## config.mk

```make
export PLATFORM = sky130hd
export DESIGN_NAME = dpc_pin_capture
export DESIGN_NICKNAME = d
export VERILOG_FILES = /design/src/rtl/dpc_pkg.sv /design/src/rtl/dpc_fifo.sv /design/src/rtl/dpc_pin_capture.sv
export VERILOG_INCLUDE_DIRS = /design/src /design/src/rtl
export SDC_FILE = /design/constraint.sdc
export NUM_CORES = 1
export LEC_CHECK = 0
export BUFFER_PORTS_ARGS = -buffer_cell sky130_fd_sc_hd__clkbuf_2
export CORE_ASPECT_RATIO = 0.7
export CORE_UTILIZATION = 24
export DETAILED_ROUTE_END_ITERATION = 8
export GPL_ROUTABILITY_DRIVEN = 0
export PLACE_DENSITY_LB_ADDON = 0.12
export SETUP_SLACK_MARGIN = 0.1
export SYNTH_ARGS = -nofsm -noshare
export SYNTH_HDL_FRONTEND = slang
export SYNTH_HIERARCHICAL = 1
export SYNTH_SLANG_ARGS = --single-unit
```

## constraint.sdc

```tcl
create_clock -name clk_i -period 5.56 [get_ports clk_i]
set_input_delay 0 -clock clk_i [delete_from_list [all_inputs] [get_ports clk_i]]
set_output_delay 0 -clock clk_i [all_outputs]
set_load 0.05 [all_outputs]
```

## src/rtl/dpc_cfg.svh

```systemverilog
// Constants for the DDR pin capture block
`ifndef DPC_CFG_SVH
`define DPC_CFG_SVH

`define DPC_ADDR_W 21
`define DPC_BANK_W 3
`define DPC_DQ_W 36
`define DPC_HALF_W 18
`define DPC_X9_W 9
`define DPC_CMD_BUS_W 27
`define DPC_CMD_CS_POS 26
`define DPC_CMD_WE_POS 25
`define DPC_CMD_REF_POS 24
`define DPC_CMD_BANK_LSB 21
`define DPC_CMD_IDLE 27'h7000000

`define DPC_ORG_CODE_X9 2'h0
`define DPC_ORG_CODE_X18 2'h1
`define DPC_ORG_CODE_X36 2'h2

`define DPC_BURST_BEATS 4'h2
`define DPC_FIFO_DEPTH 16
`define DPC_FIFO_W 36

`define DPC_CLK_NS 50
`define DPC_QK_HALF_NS 200
`define DPC_QK_HALF_CYC (`DPC_QK_HALF_NS / `DPC_CLK_NS)

`endif

```

## src/rtl/dpc_pkg.sv

```systemverilog
// Types for the DDR pin capture block
`include "dpc_cfg.svh"

package dpc_pkg;

	typedef enum logic [1:0] {ORG_X9, ORG_X18, ORG_X36} dpc_org_t;

	typedef enum logic [2:0] {CMD_NOP, CMD_READ, CMD_WRITE, CMD_REF, CMD_MRS} dpc_cmd_t;

	typedef struct packed {
		logic [`DPC_CMD_BUS_W-1:0] cmd_s0;
		logic [`DPC_CMD_BUS_W-1:0] cmd_s1;
		logic ck_s0;
		logic ck_s1;
		logic ck_prev;
		logic [1:0] wk_s0;
		logic [1:0] wk_s1;
		logic [1:0] wk_prev;
		logic dm_s0;
		logic dm_s1;
		logic [`DPC_DQ_W-1:0] dq_s0;
		logic [`DPC_DQ_W-1:0] dq_s1;
		dpc_org_t org;
		logic org_done;
		logic cmd_valid;
		dpc_cmd_t cmd;
		logic [`DPC_BANK_W-1:0] bank;
		logic [`DPC_ADDR_W-1:0] addr;
		logic [`DPC_ADDR_W-1:0] mode_reg;
		logic mode_load;
		logic [3:0] beats_left;
		logic [`DPC_HALF_W-1:0] lo_hold;
		logic drop;
		logic [2:0] qk_cnt;
		logic qk;
		logic [`DPC_DQ_W-1:0] rd_hold;
		logic rd_hold_v;
		logic [`DPC_DQ_W-1:0] dq_out;
		logic read_data_valid;
	} dpc_state_t;

endpackage

```

## src/rtl/dpc_fifo.sv

```systemverilog
// Write data FIFO with valid and ready on both sides
`timescale 1ns/100ps

module dpc_fifo #(
	parameter int W = 36,
	parameter int D = 16
) (
	// Clock and reset
	input wire logic clk_i,
	input wire logic rst_b_i,
	// Fill side
	input wire logic in_valid_i,
	output logic in_ready_o,
	input wire logic [W-1:0] in_data_i,
	// Drain side
	output logic out_valid_o,
	input wire logic out_ready_i,
	output logic [W-1:0] out_data_o
);
	localparam int AW = $clog2(D);

	typedef struct packed {
		logic [AW-1:0] wr_ptr;
		logic [AW-1:0] rd_ptr;
		logic [AW:0] count;
	} dpc_fifo_state_t;

	dpc_fifo_state_t s_reg;
	dpc_fifo_state_t s_next;
	logic [W-1:0] mem_reg [D];
	logic push;
	logic pop;

	assign in_ready_o = (s_reg.count != AW'(0) + (AW+1)'(D));
	assign out_valid_o = (s_reg.count != '0);
	assign push = in_valid_i & in_ready_o;
	assign pop = out_valid_o & out_ready_i;
	assign out_data_o = mem_reg[s_reg.rd_ptr];

	always_comb begin
		s_next = s_reg;
		if (push) begin
			s_next.wr_ptr = s_reg.wr_ptr + AW'(1);
		end
		if (pop) begin
			s_next.rd_ptr = s_reg.rd_ptr + AW'(1);
		end
		if (push && !pop) begin
			s_next.count = s_reg.count + (AW+1)'(1);
		end else if (pop && !push) begin
			s_next.count = s_reg.count - (AW+1)'(1);
		end
	end

	always_ff @(posedge clk_i or negedge rst_b_i) begin
		if (!rst_b_i) begin
			s_reg <= '0;
		end else begin
			s_reg <= s_next;
		end
	end

	always_ff @(posedge clk_i) begin
		if (push) begin
			mem_reg[s_reg.wr_ptr] <= in_data_i;
		end
	end

endmodule // dpc_fifo

```

## src/rtl/dpc_pin_capture.sv

```systemverilog
// Pin capture and clocking interface of an eight-bank DDR DRAM
// Overview of operation
// Commands and addresses are latched only at the rising input clock edge.
// Low chip select enables the command decoder; high disables it.
// With decoder disabled new commands are ignored; running operations finish.
// Twenty-one address inputs carry row and column, sampled at rising clock.
// Mode register set takes register settings from the address inputs.
// Each command goes only to the bank named by bank select.
// Write data is sampled on both edges of the write data clock.
// Read data, up to 36 bits, driven on both edges of output clock.
// In x36, lower half uses first write clock, upper half the second.
// In x9 and x18, all data bits use the single write clock.
// Controller always drives every write data clock pair.
// Beats sampled with mask high are discarded; x36 uses second clock.
// Read data valid is edge-aligned and high exactly while data is valid.
// Write, refresh and chip select inputs define the command at rising edge.
// Controller holds chip select high when it issues no command.
`include "dpc_cfg.svh"
`timescale 1ns/100ps

module dpc_pin_capture (
	// Clock and reset
	input wire logic clk_i,
	input wire logic rst_b_i,
	// Organisation strap
	input wire logic [1:0] org_i,
	// Command pins
	input wire logic ck_i,
	input wire logic cs_b_i,
	input wire logic we_b_i,
	input wire logic ref_b_i,
	input wire logic [`DPC_ADDR_W-1:0] addr_i,
	input wire logic [`DPC_BANK_W-1:0] bank_select_i,
	// Write data pins
	input wire logic write_clock_lower_half_i,
	input wire logic write_clock_upper_half_i,
	input wire logic write_beat_mask_i,
	// Data bus pins
	input wire logic [`DPC_DQ_W-1:0] dq_i,
	output logic [`DPC_DQ_W-1:0] dq_o,
	output logic dq_oe_o,
	output logic [1:0] read_data_output_clock_o,
	output logic read_data_valid_o,
	// Decoded command to core
	output logic cmd_valid_o,
	output dpc_pkg::dpc_cmd_t cmd_o,
	output logic [`DPC_BANK_W-1:0] cmd_bank_o,
	output logic [`DPC_ADDR_W-1:0] cmd_addr_o,
	output logic [`DPC_ADDR_W-1:0] mode_register_set_cmd_o,
	output logic mode_load_o,
	// Write data to core
	output logic wr_valid_o,
	input wire logic wr_ready_i,
	output logic [`DPC_DQ_W-1:0] wr_data_o,
	output logic wr_drop_o,
	// Read data from core
	input wire logic rd_valid_i,
	output logic rd_ready_o,
	input wire logic [`DPC_DQ_W-1:0] rd_data_i
);
	import dpc_pkg::*;

	dpc_state_t s_reg;
	dpc_state_t s_next;
	logic push_valid;
	logic push_ready;
	logic [`DPC_DQ_W-1:0] push_data;

	// Register values while reset is held; command stage idles deselected
	localparam dpc_state_t RESET_STATE = '{
		// Pin synchronisers
		cmd_s0: `DPC_CMD_IDLE,
		cmd_s1: `DPC_CMD_IDLE,
		ck_s0: 1'b0,
		ck_s1: 1'b0,
		ck_prev: 1'b0,
		wk_s0: 2'h0,
		wk_s1: 2'h0,
		wk_prev: 2'h0,
		dm_s0: 1'b0,
		dm_s1: 1'b0,
		dq_s0: '0,
		dq_s1: '0,
		// Command side
		org: ORG_X9,
		org_done: 1'b0,
		cmd_valid: 1'b0,
		cmd: CMD_NOP,
		bank: '0,
		addr: '0,
		mode_reg: '0,
		mode_load: 1'b0,
		// Write side
		beats_left: 4'h0,
		lo_hold: '0,
		drop: 1'b0,
		// Read side
		qk_cnt: 3'h0,
		qk: 1'b0,
		rd_hold: '0,
		rd_hold_v: 1'b0,
		dq_out: '0,
		read_data_valid: 1'b0
	};

	// Active data lanes for an organisation
	function automatic logic [`DPC_DQ_W-1:0] lane_mask(input dpc_org_t org);
		logic [`DPC_DQ_W-1:0] m;
		m = '0;
		case (org)
			ORG_X9: m[`DPC_X9_W-1:0] = '1;
			ORG_X18: m[`DPC_HALF_W-1:0] = '1;
			default: m = '1;
		endcase
		return m;
	endfunction

	// Command from write and refresh inputs
	function automatic dpc_cmd_t decode_cmd(input logic we_b, input logic ref_b);
		dpc_cmd_t c;
		c = CMD_NOP;
		case ({we_b, ref_b})
			2'h0: c = CMD_MRS;
			2'h1: c = CMD_WRITE;
			2'h2: c = CMD_REF;
			default: c = CMD_READ;
		endcase
		return c;
	endfunction

	// Strap decode
	function automatic dpc_org_t decode_org(input logic [1:0] code);
		dpc_org_t o;
		o = ORG_X36;
		if (code == `DPC_ORG_CODE_X9) begin
			o = ORG_X9;
		end else if (code == `DPC_ORG_CODE_X18) begin
			o = ORG_X18;
		end
		return o;
	endfunction

	always_comb begin
		logic ck_rise;
		logic [1:0] wk_edge;
		logic cs_b;
		logic we_b;
		logic ref_b;
		logic [`DPC_BANK_W-1:0] bank;
		logic [`DPC_ADDR_W-1:0] addr;
		logic beat_edge;
		logic [`DPC_DQ_W-1:0] beat;
		cs_b = s_reg.cmd_s1[`DPC_CMD_CS_POS];
		we_b = s_reg.cmd_s1[`DPC_CMD_WE_POS];
		ref_b = s_reg.cmd_s1[`DPC_CMD_REF_POS];
		bank = s_reg.cmd_s1[`DPC_CMD_BANK_LSB +: `DPC_BANK_W];
		addr = s_reg.cmd_s1[`DPC_ADDR_W-1:0];
		ck_rise = 1'b0;
		wk_edge = 2'h0;
		beat_edge = 1'b0;
		beat = '0;
		s_next = s_reg;
		push_valid = 1'b0;
		push_data = '0;

		// Two-flop synchronisers on every pin except the organisation strap
		s_next.cmd_s0 = {cs_b_i, we_b_i, ref_b_i, bank_select_i, addr_i};
		s_next.cmd_s1 = s_reg.cmd_s0;
		s_next.ck_s0 = ck_i;
		s_next.ck_s1 = s_reg.ck_s0;
		s_next.ck_prev = s_reg.ck_s1;
		s_next.wk_s0 = {write_clock_upper_half_i, write_clock_lower_half_i};
		s_next.wk_s1 = s_reg.wk_s0;
		s_next.wk_prev = s_reg.wk_s1;
		s_next.dm_s0 = write_beat_mask_i;
		s_next.dm_s1 = s_reg.dm_s0;
		s_next.dq_s0 = dq_i;
		s_next.dq_s1 = s_reg.dq_s0;

		// Strap caught once after reset release
		if (!s_reg.org_done) begin
			s_next.org = decode_org(org_i);
			s_next.org_done = 1'b1;
		end

		// Command decode on rising input clock
		ck_rise = s_reg.ck_s1 & ~s_reg.ck_prev;
		s_next.cmd_valid = 1'b0;
		s_next.mode_load = 1'b0;
		if (ck_rise && !cs_b) begin
			s_next.cmd_valid = 1'b1;
			s_next.cmd = decode_cmd(we_b, ref_b);
			s_next.bank = bank;
			s_next.addr = addr;
			case (decode_cmd(we_b, ref_b))
				CMD_MRS: begin
					s_next.mode_reg = addr;
					s_next.mode_load = 1'b1;
				end
				CMD_WRITE: begin
					s_next.beats_left = `DPC_BURST_BEATS;
				end
				default: begin
				end
			endcase
		end

		// Write beats on both edges of the write clocks
		wk_edge = s_reg.wk_s1 ^ s_reg.wk_prev;
		if (s_reg.org == ORG_X36) begin
			if (wk_edge[0]) begin
				s_next.lo_hold = s_reg.dq_s1[`DPC_HALF_W-1:0];
			end
			beat_edge = wk_edge[1];
			beat = {s_reg.dq_s1[`DPC_DQ_W-1:`DPC_HALF_W],
				wk_edge[0] ? s_reg.dq_s1[`DPC_HALF_W-1:0] : s_reg.lo_hold};
		end else begin
			beat_edge = wk_edge[0];
			beat = s_reg.dq_s1 & lane_mask(s_reg.org);
		end

		// Burst runs on whatever chip select does
		s_next.drop = 1'b0;
		if (beat_edge && s_reg.beats_left != 4'h0) begin
			s_next.beats_left = s_reg.beats_left - 4'h1;
			if (!s_reg.dm_s1) begin
				push_valid = 1'b1;
				push_data = beat;
				s_next.drop = ~push_ready;
			end
		end

		// Free-running output data clock
		if (s_reg.qk_cnt == 3'(`DPC_QK_HALF_CYC - 1)) begin
			s_next.qk_cnt = 3'h0;
			s_next.qk = ~s_reg.qk;
			if (s_reg.rd_hold_v) begin
				s_next.dq_out = s_reg.rd_hold & lane_mask(s_reg.org);
				s_next.read_data_valid = 1'b1;
				s_next.rd_hold_v = 1'b0;
			end else begin
				s_next.read_data_valid = 1'b0;
				s_next.dq_out = '0;
			end
		end else begin
			s_next.qk_cnt = s_reg.qk_cnt + 3'h1;
		end

		// Read beat taken from core
		if (rd_valid_i && !s_reg.rd_hold_v) begin
			s_next.rd_hold = rd_data_i;
			s_next.rd_hold_v = 1'b1;
		end
	end

	always_ff @(posedge clk_i or negedge rst_b_i) begin
		if (!rst_b_i) begin
			s_reg <= RESET_STATE;
		end else begin
			s_reg <= s_next;
		end
	end

	dpc_fifo #(
		.W(`DPC_FIFO_W),
		.D(`DPC_FIFO_DEPTH)
	) u_wr_fifo (
		.clk_i(clk_i),
		.rst_b_i(rst_b_i),
		.in_valid_i(push_valid),
		.in_ready_o(push_ready),
		.in_data_i(push_data),
		.out_valid_o(wr_valid_o),
		.out_ready_i(wr_ready_i),
		.out_data_o(wr_data_o)
	);

	assign dq_o = s_reg.dq_out;
	assign dq_oe_o = s_reg.read_data_valid;
	// One output clock per data half
	for (genvar g = 0; g < 2; g++) begin : g_qk_pair
		assign read_data_output_clock_o[g] = s_reg.qk;
	end
	assign read_data_valid_o = s_reg.read_data_valid;
	assign cmd_valid_o = s_reg.cmd_valid;
	assign cmd_o = s_reg.cmd;
	assign cmd_bank_o = s_reg.bank;
	assign cmd_addr_o = s_reg.addr;
	assign mode_register_set_cmd_o = s_reg.mode_reg;
	assign mode_load_o = s_reg.mode_load;
	assign wr_drop_o = s_reg.drop;
	assign rd_ready_o = ~s_reg.rd_hold_v;

endmodule // dpc_pin_capture

```

* Yosys cells after proc, flatten, opt, wreduce, memory -nomap -nowiden
Memory sizes are Yosys's and may differ from the RTL's.
Cells that the tools add are included.
W data, S select, Z words.
** Storage, ports and cells
- Flip-flop bits (word level) :: 304
- Latch bits :: 0
- RAM bits :: 576
- Memory bits (read-only) :: 0
- Input port bits :: 109
- Output and inout bits :: 129
- Memories kept :: 1
** Memory list
- u_wr_fifo.mem_reg :: depth 16, bits a word 36, rd ports 1, clocked after Yosys merged registers in 0, write ports 1, RTL line dpc_fifo.sv:30 : logic [W-1:0] mem_reg [D];
** Cells by class
- Add/sub/neg operators :: 6
- Multipliers :: 0
- Divide/modulo/power cells :: 0
- Magnitude comparators :: 0
- Equal/unequal tests :: 9
- Shift-type cells :: 0
- Multiplexer cells :: 36
- Bitwise logic cells :: 10
- Reduce and logical (&&, ||, !) cells :: 21
** Operators by type and width (number)
- $mux W36 :: 3
- $mux W18 :: 5
- $and A36 B36 Y36 :: 2
- $mux W9 :: 7
- $mux W54 :: 1
- $mux W38 :: 1
- $mux W37 :: 1
- $mux W22 :: 1
- $mux W5 :: 2
- $pmux W3 S3 :: 1
- $add A4 B1 Y4 const B :: 2
- $mux W1 :: 8
- $mux W4 :: 2
- $reduce_bool A2 Y1 :: 4
- $eq A2 B1 Y1 const B :: 3
- $eq A3 B2 Y1 const B :: 2
- $logic_not A2 Y1 :: 3
- $mux W3 :: 2
- $add A5 B1 Y5 const B :: 1
- $logic_and A1 B1 Y1 :: 5
- $ne A5 B5 Y1 const B :: 1
- $reduce_bool A5 Y1 :: 1
- $sub A5 B1 Y5 const B :: 1
- $eq A2 B2 Y1 const B :: 2
- other kinds (11) :: 21

* Depth between registers and ports, before layout
Gate-level depths: netlist of the first run.
- Depth after elaboration :: 9
- Gate-level depth with buffers :: 14

* Modules after synthesis
The synthesis of the first run kept the hierarchy.
** Modules (own cells, without submodules)
- dpc_fifo :: times used 1, cells an instance 1119, area an instance 22839.4 sq um, sequential area each 17621.9 sq um
- dpc_pin_capture :: times used 1, cells an instance 697, area an instance 10392.5 sq um, sequential area each 7289.5 sq um

* Worst setup path before layout of the first run
Ideal clock, no wire load.
- Path type :: register to register
- From :: register s_reg[228] (netlist name)
- To :: memory u_wr_fifo.mem_reg[3][0], enable pin
- Data arrival time :: 4047 ps
- Required time :: 5086 ps
- Path slack :: 1039 ps
- Stages on the path, launching flop included :: 8
- Buffers on the path :: 0
- Clock period less this slack :: 4521 ps
- Path through :: dfrtp_1 > xor2_2 > mux2_4 > nand3_2 > inv_1 > a21boi_2 > nand2_1 > nor3_1
** On the way
- Word-level cells in the longest chain between the ends :: 7
** RTL lines
- start: declaration :: RTL line dpc_pin_capture.sv:63 : dpc_state_t s_reg;
- start signal: assignment :: RTL line dpc_pin_capture.sv:260 : s_reg <= s_next;
- $xor A2 B2 Y2 :: RTL line dpc_pin_capture.sv:209 : wk_edge = s_reg.wk_s1 ^ s_reg.wk_prev;
- $mux W1 :: RTL line dpc_pin_capture.sv:210 : if (s_reg.org == ORG_X36) begin
- $logic_and A1 B1 Y1 :: RTL line dpc_pin_capture.sv:224 : if (beat_edge && s_reg.beats_left != 4'h0) begin
- $mux W1 :: RTL line dpc_pin_capture.sv:224
- net push_valid :: RTL line dpc_pin_capture.sv:65 : logic push_valid;
- $and A1 B1 Y1 :: RTL line dpc_fifo.sv:36 : assign push = in_valid_i & in_ready_o;
- net u_wr_fifo.push :: RTL line dpc_fifo.sv:31 : logic push;
- $mux W1 :: RTL line dpc_fifo.sv:64 : if (push) begin
- $mux W1 (not written as such) :: RTL line dpc_fifo.sv:65 : mem_reg[s_reg.wr_ptr] <= in_data_i;
- end: declaration :: RTL line dpc_fifo.sv:30
The timed path passes the listed nets, and every way through them passes these cells.

* Worst setup path after layout of the first run
- From :: register s_reg[153] (netlist name)
- To :: memory u_wr_fifo.mem_reg[6][21], enable pin
** On the way
- Word-level cells in the longest chain between the ends :: 7
** RTL lines (RTL line)
- $eq A2 B2 Y1 :: dpc_pin_capture.sv:210
- $mux W1 :: dpc_pin_capture.sv:210
- $logic_and A1 B1 Y1 :: dpc_pin_capture.sv:224
- $mux W1 :: dpc_pin_capture.sv:224
- net push_valid :: dpc_pin_capture.sv:65
- $and A1 B1 Y1 :: dpc_fifo.sv:36
- net u_wr_fifo.push :: dpc_fifo.sv:31
- $mux W1 :: dpc_fifo.sv:64
- $mux W1 (not written as such) :: dpc_fifo.sv:65
The timed path passes the listed nets, and every way through them passes these cells.

==> impl_results.rst, run 1 <==
.. list-table::
   :header-rows: 1

   * - Metric
     - Value
   * - Start point of the critical path
     - s_reg[153]
   * - Worst-Margin Slew
     - 1180 ps
   * - Average footprint of a synthesized cell
     - 18.3 um^2
   * - Sequential share of the synthesized area
     - 75.0%
   * - Synth top area cells
     - sky130_fd_sc_hd__edfxtp_1 (52%), sky130_fd_sc_hd__dfrtp_1 (22%), sky130_fd_sc_hd__mux4_2 (4.9%), sky130_fd_sc_hd__mux2i_1 (4.4%), sky130_fd_sc_hd__mux2_2 (3.5%)
   * - Post-synthesis xor/xnor area fraction
     - 0.392%
   * - Number of global-route vias before repair
     - 18900
   * - Pwr Density
     - 498 mW/mm^2
   * - Largest net degree at the start of global routing
     - 106
   * - Via-per-instance ratio
     - 4.22
   * - Sequential Power Share
     - 38.6%
   * - Wire length of the first global-routing pass
     - 131000 um
   * - P&R area growth vs syn
     - 23.7%
   * - Total of fill cells in the finished design
     - 13600
   * - Placeable core region
     - 0.137 mm^2
   * - Cell variety after synth
     - 51
   * - Complex-gate fraction of the synthesized area
     - 4.92%
   * - CTS max path bufs
     - 3
   * - Overflow left after global routing
     - 0
   * - Detail Route Antenna Nets
     - 0
   * - Biggest area consumer among synthesized cells
     - sky130_fd_sc_hd__edfxtp_1
   * - Clock latency of the later-clocked register in the worst-skew pair
     - 710 ps
   * - Clock Sinks
     - 880
   * - Global-route total usage across every layer
     - 12.9%
   * - Drt first-iter violations
     - 1031
   * - Synthesized Nets
     - 1942
   * - Drt pass-1 iters
     - 7
   * - Post-synthesis sequential element count
     - 880
   * - CTS Root Cell
     - sky130_fd_sc_hd__clkbuf_16
   * - Cell internal pwr
     - 0.0131 W
   * - Initial core utilization
     - 24.3%
   * - Worst vdd ir
     - 0.000309 V
   * - Largest family of logic cells by synthesized area
     - multiplexers
   * - Die Y
     - 313 um
   * - Final worst-path cycle share
     - 74.1%
   * - Worst Clk Skew
     - 30.2 ps
   * - Ys Warns
     - 6
   * - Residual DRC count
     - 0
   * - Path category of the worst min-delay check
     - primary input to register
   * - Leakage power summed over all cells
     - 15.4 nW
   * - Die Area
     - 0.140 mm^2
   * - Kind of critical path
     - register to register
   * - Shortest period the worst path allows
     - 4120 ps
   * - Required time at the endpoint of the critical path
     - 5940 ps
   * - Part of the total power dissipated in the clock network
     - 30.6%
   * - Run status
     - finished clean
   * - Horizontal die dimension
     - 447 um
   * - Sum Neg Setup Slack
     - 0 ps
   * - Total setup buffers inserted after CTS
     - 0
   * - Critical Path AT
     - 4500 ps
   * - Number of endpoints failing setup at the final stage
     - 0
   * - RSZ-0062 raised after global routing
     - no
   * - Biggest fanout along the worst timing path
     - 22
   * - Post-synthesis instance total
     - 1816
   * - Post-synth top area share
     - 52.0%
   * - Worst hold path startpoint
     - rd_data_i[16]
   * - Comb power frac
     - 30.7%
   * - Met3 track demand over resource in global routing
     - 2.63%
   * - Clock-pin slew reported for the worst setup and hold paths after clock tree synthesis
     - 60 ps
   * - Count of standard-cell rows
     - 113
   * - Antenna violations before repair
     - 4
   * - Buffers added on ports
     - 237
   * - Grt met2 use
     - 20.5%
   * - Type of destination of the critical path
     - register
   * - EDFF count, synth
     - 576
   * - Fraction of synthesized area in multiplexers
     - 12.9%
   * - Max-slew violation total from the final report
     - 0
   * - Layer with the highest usage after global routing
     - met2
   * - Total clock buffers created by CTS
     - 95
   * - Relative slew slack
     - 21.5%
   * - Share of final-layout standard cells stronger than drive strength 1
     - 29.5%
   * - Total wirelength of the detailed-routed design
     - 88600 um
   * - Net count of the finished layout
     - 2331
   * - Switch share
     - 36.0%
   * - Achievable Freq
     - 243 MHz
   * - Post-synthesis instance area
     - 0.0332 mm^2
   * - Share of the core filled with cells in the final layout
     - 30.1%
   * - Kind of launch point of the worst setup path
     - register
   * - Adder and majority cell fraction of the synthesized area
     - 0.663%
   * - Switching power total
     - 0.00739 W
   * - Met1 usage in global routing
     - 18.0%
   * - Wire length per cell
     - 21.5 um
   * - Area fraction in and, or, nand and nor cells after synthesis
     - 2.66%
   * - Depth of the CTS H-tree
     - 3
   * - Final HPWL from detailed placement
     - 54700 um
   * - Largest register FFs
     - 576
   * - Reg-to-Reg Start
     - s_reg[153]
   * - Most common flop cell mapped by yosys
     - sky130_fd_sc_hd__edfxtp_1
   * - CTS tree
     - yes
   * - Max-cap viol count
     - 0
   * - Total I/O pin count
     - 238
   * - Number of failing hold endpoints at the final stage
     - 0
   * - Vias after detailed routing
     - 17400
   * - Proportion of register bits with asynchronous set or reset after synthesis
     - 34.5%
==> final cells by class <==
| class | count | area, um^2 | area share (%) |
|---|---|---|---|
| Antenna cell | 3 | 7.51 | 0.0183 |
| Multi-Input combinational cell | 749 | 7320 | 17.8 |
| Tap cell | 1840 | 2300 | 5.60 |
| Inverter | 12 | 45.0 | 0.110 |
| Clock inverter | 40 | 404 | 0.983 |
| Clock buffer | 136 | 2700 | 6.57 |
| Sequential cell | 880 | 24900 | 60.6 |
| Timing Repair Buffer | 467 | 3420 | 8.32 |
==> worst max-delay path, cell delays in order, from the launching register on <==
cell and delay (ps):
sky130_fd_sc_hd__dfrtp_1 510, sky130_fd_sc_hd__nor2b_1 420, sky130_fd_sc_hd__mux2_4 280, sky130_fd_sc_hd__nand3_2 430, sky130_fd_sc_hd__inv_1 210, sky130_fd_sc_hd__a21boi_2 410
sky130_fd_sc_hd__nand2_1 310, sky130_fd_sc_hd__nor2_4 810, sky130_fd_sc_hd__buf_4 390
==> cell usage in the layout, fill, tap and decap left out, drive strengths merged, types with 28 or more instances in the layout <==
cell	count
o21ai	43
clkbuf	372
clkinv	33
nor2	28
a221oi	72
buf	54
mux2	105
a22oi	43
nand2	92
mux4	72
dfrtp	298
edfxtp	576
mux2i	147
dlygate4sd3	177
==> power groups by stage <==
stage | Combinational [W] | Sequential, W | Clock [W]
final | 0.00630 | 0.00792 | 0.00628
after global routing | 0.00676 | 0.00799 | 0.00677
after CTS | 0.00648 | 0.00793 | 0.00653
after detailed placement | 0.00637 | 0.00806 | 0
after global placement | 0.00635 | 0.00804 | 0
after floorplan | 0.00461 | 0.00785 | 0
==> Yosys cell counts (22+ instances only) <==
master,n
sky130_fd_sc_hd__mux2i_1,147
sky130_fd_sc_hd__edfxtp_1,576
sky130_fd_sc_hd__nor2_1,28
sky130_fd_sc_hd__clkbuf_1,29
sky130_fd_sc_hd__o21ai_0,33
sky130_fd_sc_hd__dfrtp_1,298
sky130_fd_sc_hd__a22oi_1,43
sky130_fd_sc_hd__a22o_1,27
sky130_fd_sc_hd__buf_4,106
sky130_fd_sc_hd__nand2_1,91
sky130_fd_sc_hd__and2_1,22
sky130_fd_sc_hd__mux4_2,72
sky130_fd_sc_hd__mux2_2,104
sky130_fd_sc_hd__a221oi_1,54
==> cells by family (layout without fill, tap and decap cells) <==
logic type | Yosys count | in the layout
flip-flops | 880 | 880
multiplexers | 324 | 324
AO/OA/AOI/OAI | 205 | 205
AND/OR/NAND/NOR | 188 | 188
buffers and inverters | 187 | 655
adder cells (fa/ha/maj) | 17 | 17
XOR/XNOR | 14 | 14
other | 1 | 4
==> per-stage QoR <==
stage	worst slack (ps)	cell area, um^2	total power, W	cells	hold WS (ps)
2_1_floorplan	1040	33200	0.0125	1816	-296
3_3_place_gp	1440	36200	0.0144	3770	92.9
3_5_place_dp	1350	36200	0.0144	3770	89.2
4_1_cts	1310	41100	0.0209	4124	1.90
5_1_grt	961	41100	0.0215	4126	39.8
6_report	1440	41100	0.0205	4127	70.6
==> worst paths after layout <==
path                                                 end  slack, ps  cells after the start
worst min-delay path                           s_reg[54]         70                      3
worst max-delay path            u_wr_fifo/mem_reg[6][21]       1440                      8
worst min register to register                s_reg[247]        340                      0
min in group asynchronous                    s_next[177]        510                      4
max in group asynchronous             u_wr_fifo/s_reg[6]       4430                      4
worst max register to register  u_wr_fifo/mem_reg[6][21]       1440                      8
==> per-layer routing <==
| layer | wire [um] | vias to the layer above |
|---|---|---|
| met5 | 0 | - |
| met4 | 1660 | 0 |
| met3 | 3550 | 120 |
| met2 | 41400 | 323 |
| met1 | 42000 | 9247 |
| li1 | - | 7726 |
==> repair_timing <==
action	CTS	global route
hold buffers	178	0
gates resized for setup	0	0
endpoints found under the setup margin	0	0
endpoints found under the hold margin	205	0
(Power assumes the default switching activity.)
==> run 2: changes to the inputs <==
--- a/config.mk
+++ b/config.mk
@@ -6,6 +6,7 @@
 export SDC_FILE = /design/constraint.sdc
 export NUM_CORES = 1
 export LEC_CHECK = 0
+export ABC_AREA = 1
 export BUFFER_PORTS_ARGS = -buffer_cell sky130_fd_sc_hd__clkbuf_2
 export CORE_ASPECT_RATIO = 0.7
 export CORE_UTILIZATION = 24
==> constraint.sdc (replaced) <==
create_clock -name clk_i -period 4.1 [get_ports clk_i]
set_input_delay 0 -clock clk_i [delete_from_list [all_inputs] [get_ports clk_i]]
set_output_delay 0 -clock clk_i [all_outputs]
set_load 0.05 [all_outputs]
==> impl_results.rst, run 2 <==
.. list-table::
   :header-rows: 1

   * - Metric
     - Value
   * - Buffers added on ports
     - 237
   * - Most common cell after layout, fill and taps aside
     - sky130_fd_sc_hd__nand2_1
   * - Antenna violations before repair
     - 3
   * - Worst vdd ir
     - 0.000413 V
   * - Number of endpoints failing setup at the final stage
     - 0
   * - Post-synthesis instance area
     - 0.0356 mm^2
   * - Required time at the endpoint of the critical path
     - 4100 ps
   * - Pwr Density
     - 654 mW/mm^2
   * - Total clock buffers created by CTS
     - 97
   * - Die Area
     - 0.150 mm^2
   * - Commonest cells after routing, fill and taps aside
     - sky130_fd_sc_hd__nand2_1 (1245), sky130_fd_sc_hd__edfxtp_1 (576), sky130_fd_sc_hd__inv_1 (331)
   * - CTS tree
     - yes
   * - Final worst-path cycle share
     - 82.4%
   * - Die Y
     - 324 um
   * - P&R area growth vs syn
     - 25.1%
   * - CTS max path bufs
     - 3
   * - Cell internal pwr
     - 0.0178 W
   * - Sum Neg Setup Slack
     - 0 ps
   * - CTS Root Cell
     - sky130_fd_sc_hd__clkbuf_16
   * - Cell variety after synth
     - 31
   * - Via-per-instance ratio
     - 4.03
   * - Leading cell type by number of instances after synthesis
     - sky130_fd_sc_hd__nand2_1
   * - Clock Sinks
     - 880
   * - Run status
     - finished clean
   * - CP Cell Sequence
     - clkinv_2 -> nor2_4 -> buf_12 -> nand3_1 -> nand2_1 -> nor2_1 -> nand2_1 -> nand2_1 -> clkbuf_2
   * - Top delay family on crit path
     - simple AND/OR/NAND/NOR gates
   * - Relative slew slack
     - 12.4%
   * - Synthesized Nets
     - 3525
   * - Worst Clk Skew
     - 20.2 ps
   * - Wire length per cell
     - 18.2 um
   * - Sequential Power Share
     - 36.3%
   * - Worst-Margin Slew
     - 1310 ps
   * - Horizontal die dimension
     - 462 um
   * - Kind of critical path
     - register to output pin
   * - Ys Warns
     - 6
   * - Vias after detailed routing
     - 23600
   * - Number of failing hold endpoints at the final stage
     - 0
   * - Part of the total power dissipated in the clock network
     - 31.2%
   * - Count of standard-cell rows
     - 117
   * - Critical Path Max Stage Delay
     - 650 ps
   * - Comb power frac
     - 32.5%
   * - Overflow left after global routing
     - 0
   * - Ranking of synthesized cells by instance count
     - sky130_fd_sc_hd__nand2_1 (1245), sky130_fd_sc_hd__edfxtp_1 (576), sky130_fd_sc_hd__inv_1 (332)
   * - Total I/O pin count
     - 238
   * - Sequential share of the synthesized area
     - 70.0%
   * - Most common cell on crit path
     - sky130_fd_sc_hd__nand2_1
   * - Number of global-route vias before repair
     - 23800
   * - Critical Path AT
     - 3380 ps
   * - Global-route total usage across every layer
     - 14.4%
   * - Inst Count DP
     - 5448
   * - Post-synth top area share
     - 48.6%
   * - Switch share
     - 38.7%
   * - Post-synthesis sequential element count
     - 880
   * - Final HPWL from detailed placement
     - 59600 um
   * - Residual DRC count
     - 0
   * - Leakage power summed over all cells
     - 19.4 nW
   * - Max-slew violation total from the final report
     - 0
   * - Placeable core region
     - 0.146 mm^2
   * - Most common flop cell mapped by yosys
     - sky130_fd_sc_hd__edfxtp_1
   * - Initial core utilization
     - 24.3%
   * - EDFF count, synth
     - 576
   * - Post-synthesis instance total
     - 3399
   * - Switching power total
     - 0.0113 W
   * - Share of final-layout standard cells stronger than drive strength 1
     - 13.4%
   * - Wire length of the first global-routing pass
     - 160000 um
   * - Average footprint of a synthesized cell
     - 10.5 um^2
   * - Net count of the finished layout
     - 3944
   * - Clock-pin slew reported for the worst setup and hold paths after clock tree synthesis
     - 60 ps
   * - Achievable Freq
     - 296 MHz
   * - Largest net degree at the start of global routing
     - 201
   * - RSZ-0062 raised after global routing
     - no
   * - Worst path buffer plus inverter count
     - 3
   * - Detail Route Antenna Nets
     - 0
   * - Max-cap viol count
     - 0
   * - Total of fill cells in the finished design
     - 15300
   * - Kind of launch point of the worst setup path
     - register
   * - Largest register FFs
     - 576
   * - Clock latency of the later-clocked register in the worst-skew pair
     - 710 ps
   * - Non-filler cells, final
     - 5866
   * - Type of destination of the critical path
     - output pin
   * - Drt pass-1 iters
     - 5
   * - Synth top area cells
     - sky130_fd_sc_hd__edfxtp_1 (49%), sky130_fd_sc_hd__dfrtp_1 (21%), sky130_fd_sc_hd__nand2_1 (13%), sky130_fd_sc_hd__nand3_1 (3.8%), sky130_fd_sc_hd__inv_1 (3.5%)
   * - Shortest period the worst path allows
     - 3380 ps
   * - Total Power
     - 0.0291 W
   * - Biggest fanout along the worst timing path
     - 32
   * - Drt first-iter violations
     - 1728
   * - Cell with the largest stage delay on the worst path
     - sky130_fd_sc_hd__nor2_4
   * - Path category of the worst min-delay check
     - primary input to register
   * - Total wirelength of the detailed-routed design
     - 107000 um
   * - Proportion of register bits with asynchronous set or reset after synthesis
     - 34.5%
   * - Depth of the CTS H-tree
     - 3
   * - Biggest area consumer among synthesized cells
     - sky130_fd_sc_hd__edfxtp_1
run 2: cell types whose count changed in the layout (fill, tap and decap cells not counted), moves of 54 or more:
cell,change
sky130_fd_sc_hd__nand2_1,+1154
sky130_fd_sc_hd__inv_1,+320
sky130_fd_sc_hd__nand3_1,+251
sky130_fd_sc_hd__nor2_1,+244
sky130_fd_sc_hd__mux2i_1,-147
sky130_fd_sc_hd__mux2_2,-104
sky130_fd_sc_hd__mux4_2,-72
sky130_fd_sc_hd__dlygate4sd3_1,+56
sky130_fd_sc_hd__a221oi_1,-54
run 2: repair_timing:
action,CTS,global route
hold buffers,234,0
setup buffers,0,0
resized for setup,0,0
setup endpoints to repair,0,0
hold endpoints to repair,407,0
run 2: layer usage:
metal  share of wire (%)  global-route usage [%]  vias to the layer above
li1                    -                       -                    11600
met1                  51                    21.1                    11500
met2                  43                    22.1                      382
met3                 3.7                    2.36                      119
met4                 1.8                    3.10                        0
met5                   0                       0                        -
run 2: tightest hold or removal path, stage by stage:
cell	delay, ps
sky130_fd_sc_hd__dlygate4sd3_1	540
sky130_fd_sc_hd__clkbuf_2	100
sky130_fd_sc_hd__nand2_1	40
sky130_fd_sc_hd__o21ai_0	60
run 2: cell type report:
type | count | area, um^2 | area share [%]
Sequential cell | 880 | 24900 | 55.9
Multi-Input combinational cell | 1944 | 8180 | 18.4
Timing Repair Buffer | 554 | 4400 | 9.89
Clock buffer | 139 | 2830 | 6.36
Tap cell | 1963 | 2460 | 5.51
Inverter | 341 | 1290 | 2.90
Clock inverter | 44 | 470 | 1.06
Antenna cell | 1 | 2.50 | 0.00562
run 2: through the flow:
stage	area (um^2)	hold WS (ps)	setup slack, ps	utilization (%)
3_3_place_gp	38900	63.9	1190	26.6
4_1_cts	44600	2.60	538	30.4
2_1_floorplan	35600	-296	646	-
5_1_grt	44600	71.4	425	30.4
6_report	44600	78.9	722	30.4
3_5_place_dp	38900	57.6	1190	26.6
run 2: kinds of logic (layout without fill, tap and decap cells):
logic type	after synthesis	after routing	share of synthesized area, %
and+or+nand+nor	1799	1799	20.1
DFF	880	880	70.0
buffers and inverters	575	1078	7.41
AOI/OAI and AO/OA	118	118	1.72
adders and majority gates	17	17	0.618
xor gates and xnor gates	9	9	0.221
other	1	2	0.0105
run 2: final timing paths:
path                                    start                  endpoint  slack [ps]  depth (start not counted)
min in group asynchronous             rst_b_i               s_next[183]         500                          4
max in group asynchronous             rst_b_i               s_next[262]        3150                          4
setup reg to reg                    s_reg[97]  u_wr_fifo/mem_reg[2][20]        1220                         10
setup / recovery           u_wr_fifo/s_reg[7]             wr_data_o[17]         720                          9
hold reg to reg                   s_next[253]                s_reg[253]         340                          0
hold / removal                   rd_data_i[7]                 s_reg[45]          80                          4
run 2: power groups by stage:
stage	sequential, W	combinational (W)	clock [W]
after CTS	0.0106	0.00968	0.00944
final	0.0106	0.00945	0.00910
after global placement	0.0107	0.00951	0
after global routing	0.0106	0.0105	0.00977
after floorplan	0.0106	0.00651	0
after detailed placement	0.0107	0.00943	0
